## src/logic/epo_pkg.sv

```systemverilog
// What this block does
// - Ampere-hour select steers rms current into apparent accumulators and converters.
// - Ampere-hour mode reuses the apparent gain, divider and pulse scaling registers.
// - Each converter emits one internal pulse per energy LSB when divider is 0 or 1.
// - Each output pulses once per denominator-to-numerator ratio of internal pulses.
// - Mode one bits 1 and 2 disable pulse outputs one and two.
// - Output one pulses set status bit 6, output two pulses set bit 7.
// - Enabled status bits 6 and 7 make the energy interrupt pending.
// - Source select 00 active, 01 reactive, 1X apparent or rms current.
// - One ampere-hour bit chooses apparent or rms current for both channels.
// - Output stays low 90 ms above 180 ms period, else 50 percent duty.
// - Zero scaling registers give the full converter rate, about 21.1 kHz.
// - Sixteen-bit unsigned numerator and denominator scale rate from 1/65535 to one.
// - A zero numerator or denominator acts as one.
// - A numerator above the denominator clamps the ratio to one.
// - The energy interrupt uses its own vector 0x004B.
// - Only events enabled in the mid enable register raise the interrupt; the low and high enables gate nothing here.
// - Interrupt stays active until its flag is cleared by writing zero.
// - A zero apparent divider divides the apparent accumulator by one.
package epo_pkg;

  // Clock and pulse timing.
  localparam int CLK_HZ          = 100_000_000;
  localparam int LOW_TIME_MS     = 90;
  localparam int PERIOD_LIMIT_MS = 180;
  localparam int LOW_CYCLES      = LOW_TIME_MS * (CLK_HZ / 1000);
  localparam int PERIOD_CYCLES   = PERIOD_LIMIT_MS * (CLK_HZ / 1000);
  localparam int TIME_W          = 25;

  // Register indices; the byte address is four times the index.
  localparam int ADDR_W                  = 10;
  localparam logic [7:0] IDX_MODE_ONE    = 8'h0B;
  localparam logic [7:0] IDX_MODE_TWO    = 8'h0C;
  localparam logic [7:0] IDX_APP_GAIN    = 8'h1F;
  localparam logic [7:0] IDX_APP_DIV     = 8'h26;
  localparam logic [7:0] IDX_P1_NUM      = 8'h27;
  localparam logic [7:0] IDX_P1_DEN      = 8'h28;
  localparam logic [7:0] IDX_P2_NUM      = 8'h29;
  localparam logic [7:0] IDX_P2_DEN      = 8'h2A;
  localparam logic [7:0] IDX_ACT_DIV     = 8'h30;
  localparam logic [7:0] IDX_EN_LOW      = 8'hD9;
  localparam logic [7:0] IDX_EN_MID      = 8'hDA;
  localparam logic [7:0] IDX_EN_HIGH     = 8'hDB;
  localparam logic [7:0] IDX_STATUS_MID  = 8'hDD;

  // Field positions.
  localparam int P1_DISABLE_BIT = 1;
  localparam int P2_DISABLE_BIT = 2;
  localparam int AMP_HOUR_BIT   = 3;
  localparam int P1_SRC_LSB     = 0;
  localparam int P2_SRC_LSB     = 4;
  localparam int P1_FLAG_BIT    = 6;
  localparam int P2_FLAG_BIT    = 7;
  localparam logic [7:0] STATUS_MID_MASK = 8'hC0;

  // Reset values and fixed codes.
  localparam logic [7:0]  RST_BYTE          = 8'h00;
  localparam logic [11:0] RST_GAIN          = 12'h000;
  localparam logic [15:0] RST_SCALE         = 16'h0000;
  localparam logic [15:0] ENERGY_IRQ_VECTOR = 16'h004B;

  // Accumulator LSB events from the energy datapath.
  typedef struct packed {
    logic active;
    logic reactive;
    logic apparent;
    logic irms;
  } energy_lsb_t;

  // Software-visible state of the block.
  typedef struct packed {
    logic [7:0]       mode_one;
    logic [7:0]       mode_two;
    logic [11:0]      apparent_gain;
    logic [7:0]       apparent_divider;
    logic [7:0]       active_energy_divider;
    logic [1:0][15:0] pulse_numerator;
    logic [1:0][15:0] pulse_denominator;
    logic [7:0]       irq_enable_low;
    logic [7:0]       irq_enable_mid;
    logic [7:0]       irq_enable_high;
    logic [7:0]       irq_status_mid;
    logic [31:0]      rdata;
  } regs_t;

endpackage

```

## src/logic/pulse_scaler.sv

```systemverilog
`timescale 1ns/100ps
module pulse_scaler
  import epo_pkg::*;
#(
  parameter int W = 16
) (
  input  wire logic         mclk,
  input  wire logic         reset,
  input  wire logic         enable,
  input  wire logic         lsb_pulse,
  input  wire logic [7:0]   divider,
  input  wire logic [W-1:0] numerator,
  input  wire logic [W-1:0] denominator,
  output logic              out_pulse
);

  typedef struct packed {
    logic [7:0] pre;
    logic [W:0] acc;
    logic       out;
  } scaler_t;

  scaler_t     st;
  scaler_t     next_st;
  logic [W:0]  num_eff;
  logic [W:0]  den_eff;
  logic [W:0]  sum;
  logic        dfc;

  // Zero reads as one, and a ratio above one is clamped to one.
  always_comb begin
    den_eff = (denominator == '0) ? (W+1)'(1) : {1'b0, denominator};
    num_eff = (numerator == '0) ? (W+1)'(1) : {1'b0, numerator};
    if (num_eff > den_eff) begin
      num_eff = den_eff;
    end
  end

  // Internal converter pulse: every LSB unless the active divider asks for more.
  assign dfc = lsb_pulse && ((divider <= 8'h01) || (st.pre == divider - 8'h01));
  assign sum = st.acc + num_eff;

  // Fractional accumulator: output rate is input rate times num/den.
  always_comb begin
    next_st     = st;
    next_st.out = 1'b0;
    if (!enable) begin
      next_st = '0;
    end else if (dfc) begin
      next_st.pre = 8'h00;
      if (sum >= den_eff) begin
        next_st.acc = sum - den_eff;
        next_st.out = 1'b1;
      end else begin
        next_st.acc = sum;
      end
    end else if (lsb_pulse) begin
      next_st.pre = st.pre + 8'h01;
    end
  end

  always_ff @(posedge mclk or posedge reset) begin
    if (reset) begin
      st <= '0;
    end else begin
      st <= next_st;
    end
  end

  assign out_pulse = st.out;
endmodule

```

## src/logic/pulse_shaper.sv

```systemverilog
`timescale 1ns/100ps
module pulse_shaper
  import epo_pkg::*;
#(
  parameter int LOW_MAX    = LOW_CYCLES,
  parameter int PERIOD_MAX = PERIOD_CYCLES
) (
  input  wire logic mclk,
  input  wire logic reset,
  input  wire logic enable,
  input  wire logic fire,
  output logic      out_n
);

  typedef struct packed {
    logic [TIME_W-1:0] period;
    logic [TIME_W-1:0] low;
    logic              out_n;
  } shaper_t;

  localparam logic [TIME_W-1:0] LOW_LEN  = TIME_W'(LOW_MAX);
  localparam logic [TIME_W-1:0] PER_LEN  = TIME_W'(PERIOD_MAX);
  localparam logic [TIME_W-1:0] ONE      = TIME_W'(1);

  shaper_t st;
  shaper_t next_st;

  // Long periods give a fixed low time; short ones give half the last period.
  // The period counter starts saturated so the first pulse gets the full low time.
  always_comb begin
    next_st = st;
    if (!enable) begin
      next_st.period = PER_LEN;
      next_st.low    = '0;
      next_st.out_n  = 1'b1;
    end else begin
      if (st.period < PER_LEN) begin
        next_st.period = st.period + ONE;
      end
      if (st.low != '0) begin
        next_st.low = st.low - ONE;
      end
      if (fire) begin
        next_st.period = '0;
        if (st.period >= PER_LEN) begin
          next_st.low = LOW_LEN;
        end else if (st.period != '0) begin
          // The counter holds one less than the edges between pulses, so add it back.
          next_st.low = (st.period + ONE) >> 1;
        end else begin
          next_st.low = ONE;
        end
      end
      next_st.out_n = (next_st.low == '0);
    end
  end

  always_ff @(posedge mclk or posedge reset) begin
    if (reset) begin
      st <= '{period: PER_LEN, low: '0, out_n: 1'b1};
    end else begin
      st <= next_st;
    end
  end

  assign out_n = st.out_n;
endmodule

```

## src/logic/energy_pulse_output_converter.sv

```systemverilog
`timescale 1ns/100ps
module energy_pulse_output_converter
  import epo_pkg::*;
#(
  parameter int LOW_MAX    = LOW_CYCLES,
  parameter int PERIOD_MAX = PERIOD_CYCLES
) (
  input  wire logic              mclk,
  input  wire logic              reset,
  input  wire logic              psel,
  input  wire logic              penable,
  input  wire logic              pwrite,
  input  wire logic [ADDR_W-1:0] paddr,
  input  wire logic [31:0]       pwdata,
  output logic      [31:0]       prdata,
  output logic                   pready,
  output logic                   pslverr,
  input  wire energy_lsb_t       energy_lsb,
  output logic                   amp_hour_active,
  output logic      [11:0]       apparent_gain_out,
  output logic      [7:0]        apparent_divisor,
  output logic                   pulse1_out_n,
  output logic                   pulse2_out_n,
  output logic                   energy_irq,
  output logic      [15:0]       energy_irq_vector
);

  ////////////////////////////////////////////////////////////////////////////////
  // Register state and APB decode.

  regs_t       st;
  regs_t       next_st;
  logic [7:0]  idx;
  logic        aligned;
  logic        hit;
  logic [31:0] rd_word;
  logic        setup_phase;
  logic        write_cycle;
  logic [1:0]  pulse_fire;
  logic [1:0]  pulse_out_n;
  logic [1:0]  chan_enable;
  logic [1:0]  chan_lsb;
  logic        apparent_path_lsb;

  assign idx         = paddr[ADDR_W-1:2];
  assign aligned     = (paddr[1:0] == 2'b00);
  assign setup_phase = psel && !penable;
  assign write_cycle = psel && penable && pwrite && hit;

  // Address decode; unmapped or misaligned addresses read zero and flag an error.
  always_comb begin
    hit     = aligned;
    rd_word = 32'h0000_0000;
    if (idx == IDX_MODE_ONE) begin
      rd_word = {24'h000000, st.mode_one};
    end else if (idx == IDX_MODE_TWO) begin
      rd_word = {24'h000000, st.mode_two};
    end else if (idx == IDX_APP_GAIN) begin
      rd_word = {20'h00000, st.apparent_gain};
    end else if (idx == IDX_APP_DIV) begin
      rd_word = {24'h000000, st.apparent_divider};
    end else if (idx == IDX_P1_NUM) begin
      rd_word = {16'h0000, st.pulse_numerator[0]};
    end else if (idx == IDX_P1_DEN) begin
      rd_word = {16'h0000, st.pulse_denominator[0]};
    end else if (idx == IDX_P2_NUM) begin
      rd_word = {16'h0000, st.pulse_numerator[1]};
    end else if (idx == IDX_P2_DEN) begin
      rd_word = {16'h0000, st.pulse_denominator[1]};
    end else if (idx == IDX_ACT_DIV) begin
      rd_word = {24'h000000, st.active_energy_divider};
    end else if (idx == IDX_EN_LOW) begin
      rd_word = {24'h000000, st.irq_enable_low};
    end else if (idx == IDX_EN_MID) begin
      rd_word = {24'h000000, st.irq_enable_mid};
    end else if (idx == IDX_EN_HIGH) begin
      rd_word = {24'h000000, st.irq_enable_high};
    end else if (idx == IDX_STATUS_MID) begin
      rd_word = {24'h000000, st.irq_status_mid};
    end else begin
      hit = 1'b0;
    end
    if (!aligned) begin
      rd_word = 32'h0000_0000;
    end
  end

  ////////////////////////////////////////////////////////////////////////////////
  // Next-state logic for all registers.

  // Writes land at the access edge. Status flags clear by writing zero, and a
  // pulse in the same cycle wins so no calibration pulse is ever lost.
  always_comb begin
    next_st = st;
    if (setup_phase) begin
      next_st.rdata = rd_word;
    end
    if (write_cycle) begin
      if (idx == IDX_MODE_ONE) begin
        next_st.mode_one = pwdata[7:0];
      end else if (idx == IDX_MODE_TWO) begin
        next_st.mode_two = pwdata[7:0];
      end else if (idx == IDX_APP_GAIN) begin
        next_st.apparent_gain = pwdata[11:0];
      end else if (idx == IDX_APP_DIV) begin
        next_st.apparent_divider = pwdata[7:0];
      end else if (idx == IDX_P1_NUM) begin
        next_st.pulse_numerator[0] = pwdata[15:0];
      end else if (idx == IDX_P1_DEN) begin
        next_st.pulse_denominator[0] = pwdata[15:0];
      end else if (idx == IDX_P2_NUM) begin
        next_st.pulse_numerator[1] = pwdata[15:0];
      end else if (idx == IDX_P2_DEN) begin
        next_st.pulse_denominator[1] = pwdata[15:0];
      end else if (idx == IDX_ACT_DIV) begin
        next_st.active_energy_divider = pwdata[7:0];
      end else if (idx == IDX_EN_LOW) begin
        next_st.irq_enable_low = pwdata[7:0];
      end else if (idx == IDX_EN_MID) begin
        next_st.irq_enable_mid = pwdata[7:0];
      end else if (idx == IDX_EN_HIGH) begin
        next_st.irq_enable_high = pwdata[7:0];
      end else if (idx == IDX_STATUS_MID) begin
        next_st.irq_status_mid = st.irq_status_mid & pwdata[7:0];
      end
    end
    next_st.irq_status_mid[P1_FLAG_BIT] = next_st.irq_status_mid[P1_FLAG_BIT] | pulse_fire[0];
    next_st.irq_status_mid[P2_FLAG_BIT] = next_st.irq_status_mid[P2_FLAG_BIT] | pulse_fire[1];
    next_st.irq_status_mid = next_st.irq_status_mid & STATUS_MID_MASK;
  end

  always_ff @(posedge mclk or posedge reset) begin
    if (reset) begin
      st <= '{mode_one: RST_BYTE, mode_two: RST_BYTE, apparent_gain: RST_GAIN,
              apparent_divider: RST_BYTE, active_energy_divider: RST_BYTE,
              pulse_numerator: {RST_SCALE, RST_SCALE}, pulse_denominator: {RST_SCALE, RST_SCALE},
              irq_enable_low: RST_BYTE, irq_enable_mid: RST_BYTE, irq_enable_high: RST_BYTE,
              irq_status_mid: RST_BYTE, rdata: 32'h0000_0000};
    end else begin
      st <= next_st;
    end
  end

  // The slave never inserts wait states; read data was captured in setup.
  assign pready  = 1'b1;
  assign prdata  = st.rdata;
  assign pslverr = psel && penable && !hit;

  ////////////////////////////////////////////////////////////////////////////////
  // Source selection and ampere-hour steering.

  // One shared bit picks rms current for the apparent path, so the two
  // channels can never mix apparent power and rms current.
  assign amp_hour_active   = st.mode_two[AMP_HOUR_BIT];
  assign apparent_path_lsb = amp_hour_active ? energy_lsb.irms : energy_lsb.apparent;

  // The apparent gain and divider serve both modes; software reloads them.
  assign apparent_gain_out = st.apparent_gain;
  assign apparent_divisor  = (st.apparent_divider == 8'h00) ? 8'h01 : st.apparent_divider;

  assign chan_enable[0] = !st.mode_one[P1_DISABLE_BIT];
  assign chan_enable[1] = !st.mode_one[P2_DISABLE_BIT];

  ////////////////////////////////////////////////////////////////////////////////
  // Two converter channels.

  genvar ch;
  generate
    for (ch = 0; ch < 2; ch = ch + 1) begin : g_chan
      logic [1:0] src;

      assign src = (ch == 0) ? st.mode_two[P1_SRC_LSB +: 2] : st.mode_two[P2_SRC_LSB +: 2];

      // Source mux: 00 active, 01 reactive, 1X apparent path.
      always_comb begin
        case (src)
          2'b00:   chan_lsb[ch] = energy_lsb.active;
          2'b01:   chan_lsb[ch] = energy_lsb.reactive;
          default: chan_lsb[ch] = apparent_path_lsb;
        endcase
      end

      // Scaling registers at zero pass every converter pulse, the top rate.
      pulse_scaler #(
        .W (16)
      ) u_scaler (
        .mclk        (mclk),
        .reset       (reset),
        .enable      (chan_enable[ch]),
        .lsb_pulse   (chan_lsb[ch]),
        .divider     (st.active_energy_divider),
        .numerator   (st.pulse_numerator[ch]),
        .denominator (st.pulse_denominator[ch]),
        .out_pulse   (pulse_fire[ch])
      );

      pulse_shaper #(
        .LOW_MAX    (LOW_MAX),
        .PERIOD_MAX (PERIOD_MAX)
      ) u_shaper (
        .mclk   (mclk),
        .reset  (reset),
        .enable (chan_enable[ch]),
        .fire   (pulse_fire[ch]),
        .out_n  (pulse_out_n[ch])
      );
    end
  endgenerate

  assign pulse1_out_n = pulse_out_n[0];
  assign pulse2_out_n = pulse_out_n[1];

  ////////////////////////////////////////////////////////////////////////////////
  // Interrupt.

  // Only the pulse flags live here; other enable bits gate events elsewhere.
  assign energy_irq        = |(st.irq_status_mid & st.irq_enable_mid);
  assign energy_irq_vector = ENERGY_IRQ_VECTOR;
endmodule

```

## config.mk

```make
export PLATFORM = sky130hd
export DESIGN_NAME = energy_pulse_output_converter
export DESIGN_NICKNAME = d
export VERILOG_FILES = /design/src/logic/epo_pkg.sv /design/src/logic/pulse_scaler.sv /design/src/logic/pulse_shaper.sv /design/src/logic/energy_pulse_output_converter.sv
export SDC_FILE = /design/constraint.sdc
export NUM_CORES = 1
export LEC_CHECK = 0
export BUFFER_PORTS_ARGS = -buffer_cell sky130_fd_sc_hd__buf_2
export CAP_MARGIN = 0
export CORE_MARGIN = 5
export CORE_UTILIZATION = 65
export CTS_BUF_LIST = sky130_fd_sc_hd__clkbuf_8 sky130_fd_sc_hd__clkbuf_16
export DETAILED_ROUTE_END_ITERATION = 8
export PLACE_DENSITY = 0.87
export SYNTH_ARGS = -nofsm -noshare
export SYNTH_HDL_FRONTEND = slang
export SYNTH_SLANG_ARGS = --single-unit
```

## constraint.sdc

```tcl
create_clock -name mclk -period 20.7 [get_ports mclk]
set_input_delay 2.07 -clock mclk [delete_from_list [all_inputs] [get_ports mclk]]
set_output_delay 2.07 -clock mclk [all_outputs]
set_load 0.005 [all_outputs]
```

==> results.py <==
metrics = {
    "status": {
        "status": "finished, final reports clean",
    },
    "floorplanning": {
        "ios": 125,
        "die-area_mm2": 0.0366,
        "initial_core_util_pct": 65.8,
        "die_h_um": 191,
        "rows": 66,
        "core-area_mm2": 0.0325,
        "fp.dieW_um": 191,
    },
    "timing": {
        "max_freq_ghz": 0.132,
        "tns_ns": 0,
        "rsz0062_at_grt": "no",
        "setup_viol_count_final": 0,
        "period_minus_slack_ns": 7.57,
        "period_share_pct": 36.6,
        "finalHoldViolCount": 0,
        "finalMaxSlewViolations": 0,
        "skew_ns": 0.0252,
        "worstMarginPinSlew_ns": 1.06,
        "relSlewSlack_pct": 28.8,
    },
    "critical_path": {
        "reg2reg_from": "st[70]$_DFFE_PP0P_",
        "worstPathArrival_ns": 7.97,
        "critPathBufInv": 3,
        "critPathCaptureType": "flip-flop",
        "worstPathRequired_ns": 21.10,
        "r2r_slack_ns": 13.13,
        "cp_common_cell": "o21a_1",
        "slowest_delay_ns": 0.63,
        "crit_slowest_cell": "or4b_2",
        "critical_path_class": "flip-flop to flip-flop",
        "rr_worst_depth": 31,
        "start_kind": "flip-flop",
        "crit-reg2reg-capture": "g_chan[0].u_scaler.st[11]$_DFFE_PP0P_",
        "cp_top_family": "compound AO/OA/AOI/OAI gates",
        "cp_max_fo": 25,
    },
    "routing": {
        "avgViaCountPerCell": 6.50,
        "drc": 0,
        "routedWlPerCell_um": 20.9,
        "finalWirelength_mm": 57.9,
        "vias": 18000,
        "dr.pass1.iters": 8,
        "ant_nets": 0,
        "drt_first_iter_violations": 1490,
    },
    "yosys": {
        "synth_area_mm2": 0.0214,
        "synth.area.top_cells": "dfrtp_1, mux2_2, ha_1",
        "synth_ff_type": "dfrtp_1",
        "synth_warnings": 0,
        "synth.distinct_cells": 86,
        "async_flop_share_pct": 100,
        "yosysTopAreaCell": "dfrtp_1",
        "syn_area_per_cell_um2": 9.13,
        "yosys.area.top_type_share_pct": 33.7,
        "postSynthCellCount": 2343,
        "synth-edff-count": 0,
        "ys_ff_latch": 304,
        "synth_seq_area_share_pct": 35.6,
    },
    "global_routing": {
        "grt_pass1_vias": 18100,
        "grtUsageMet2_pct": 51.9,
        "grt_usage_pct": 31.7,
        "top_usage_layer": "met2",
        "antenna_found_initial": 1,
        "grt_pass1_wl_mm": 94.7,
        "met3_usage_pct": 5.30,
        "grt_overflow": 0,
        "grt_use_met1_pct": 41.8,
        "grt_max_degree": 110,
    },
    "cts": {
        "cts_setup_buffers": 0,
        "clockBufferDepth": 3,
        "cts_tree": "done",
        "insertion_delay_ns": 0.53,
        "cts_max_level": 2,
        "cts_hold_buffers": 0,
        "clockRootBuffer": "clkbuf_16",
        "clk_pin_slew_worst_paths_ns": 0.06,
        "cts.sinks": 304,
        "cts_buffers": 36,
        "cts.repair.resized": 0,
    },
    "hold_path": {
        "hold_start": "prdata[1]$_DFFE_PP0P_",
        "whs_endpoint": "prdata[1]$_DFFE_PP0P_",
        "min-delay-path-class": "flip-flop to flip-flop",
        "min_path_cells": 1,
    },
    "placement": {
        "hpwl_mm": 41.4,
        "port_buffers": 75,
        "dpl_cell_area_mm2": 0.0216,
        "finalWeightedCongestion": 1.00,
    },
    "pwr": {
        "power.total_mw": 2.27,
        "peakVddDrop_v": 0.0000743,
        "power.density_mw_per_mm2": 99.5,
        "p_leak_nw": 10.6,
    },
    "layout": {
        "fin_nets": 2462,
        "final_common_cell": "dfrtp_1",
        "fillers": 2405,
        "final_area_mm2": 0.0228,
        "final_cell_mix": "dfrtp_1, nor2_1, mux2_2",
        "syn2layout_area_growth_pct": 6.34,
        "drive_above_1_share_pct": 16.1,
    },
    "flow_run": {
        "drv_cap": 0,
    },
}
[final cells by class]
cell class	instances	area [um^2]	share of cell area, %
multi-input cells	1783	12600	55.4
flip-flops and latches	304	7630	33.5
clock buffers	42	995	4.37
well taps	442	553	2.43
repair buffers	93	510	2.24
inverters	79	304	1.34
clock inverters	22	149	0.654
diodes	1	2.50	0.0110
[synthesized netlist by cell type, types with 24 or more instances]
library cell,count
or3_1,24
clkbuf_1,130
inv_1,78
nand3_1,52
nor2_1,243
buf_4,63
xnor2_1,116
a21oi_1,105
nor3_1,61
nor2b_1,34
o22ai_1,26
xor2_1,84
dfrtp_1,288
nor4_1,47
ha_1,110
mux2_2,169
nand2_1,157
mux2i_1,31
a211oi_1,27
o21ai_0,80
a21o_1,33
nand4_1,34
[state kept, by name, summed over array words and instances, names as in the netlist]
register / flops
g_chan.u_scaler.out_pulse: 2
st: 117
g_chan.u_shaper.out_n: 2
apparent_gain_out: 12
g_chan.src: 4
g_chan.u_shaper.st: 100
prdata: 16
amp_hour_active: 1
g_chan.u_scaler.st: 50
[through the flow]
| stage | hold slack [ns] | worst slack (ns) | util (%) | instances |
|---|---|---|---|---|
| 2_1_floorplan | 0.444 | 10.25 | - | 2374 |
| 3_3_place_gp | 0.459 | 13.40 | 66.4 | 2701 |
| 3_5_place_dp | 0.470 | 13.26 | 66.4 | 2701 |
| 4_1_cts | 0.485 | 13.24 | 69.9 | 2765 |
| 5_1_grt | 0.513 | 12.67 | 69.9 | 2766 |
| 6_report | 0.483 | 13.13 | 69.9 | 2766 |
[worst max-delay path by stage]
stage | startpoint | to | slack, ns | depth (start not counted)
final | st[70]$_DFFE_PP0P_ | g_chan[0].u_scaler.st[11]$_DFFE_PP0P_ | 13.13 | 31
after global routing | st[81]$_DFFE_PP0P_ | g_chan[1].u_scaler.st[9]$_DFFE_PP0P_ | 12.67 | 32
after CTS | st[70]$_DFFE_PP0P_ | g_chan[0].u_scaler.st[11]$_DFFE_PP0P_ | 13.24 | 31
after detailed placement | st[70]$_DFFE_PP0P_ | g_chan[0].u_scaler.st[11]$_DFFE_PP0P_ | 13.26 | 31
after global placement | st[70]$_DFFE_PP0P_ | g_chan[0].u_scaler.st[11]$_DFFE_PP0P_ | 13.40 | 31
after floorplan | reset | amp_hour_active$_DFFE_PP0P_ | 10.25 | 1
[per-layer routing]
metal / vias to the layer above / routed length [um]
li1: 8216 / -
met1: 8701 / 23900
met2: 881 / 27100
met3: 187 / 4360
met4: 0 / 2570
met5: - / 0
[logic make-up after synthesis]
| kind of cell | after synthesis | share of synthesized area, % |
|---|---|---|
| AOI/OAI and AO/OA | 453 | 14.1 |
| xor gates and xnor gates | 203 | 8.50 |
| adders and majority gates | 114 | 6.81 |
| buffers and inverters | 287 | 6.19 |
| DFF | 304 | 35.6 |
| muxes | 201 | 10.4 |
| other | 2 | 0.0351 |
| and+or+nand+nor | 779 | 18.3 |
[power breakdown]
part	internal [mW]	total (mW)	switching [mW]
combinational	0.384	0.910	0.526
sequential	0.667	0.742	0.0746
clock	0.357	0.614	0.257
total	1.41	2.27	0.857
No activity file was read; power rests on OpenSTA's default activity.
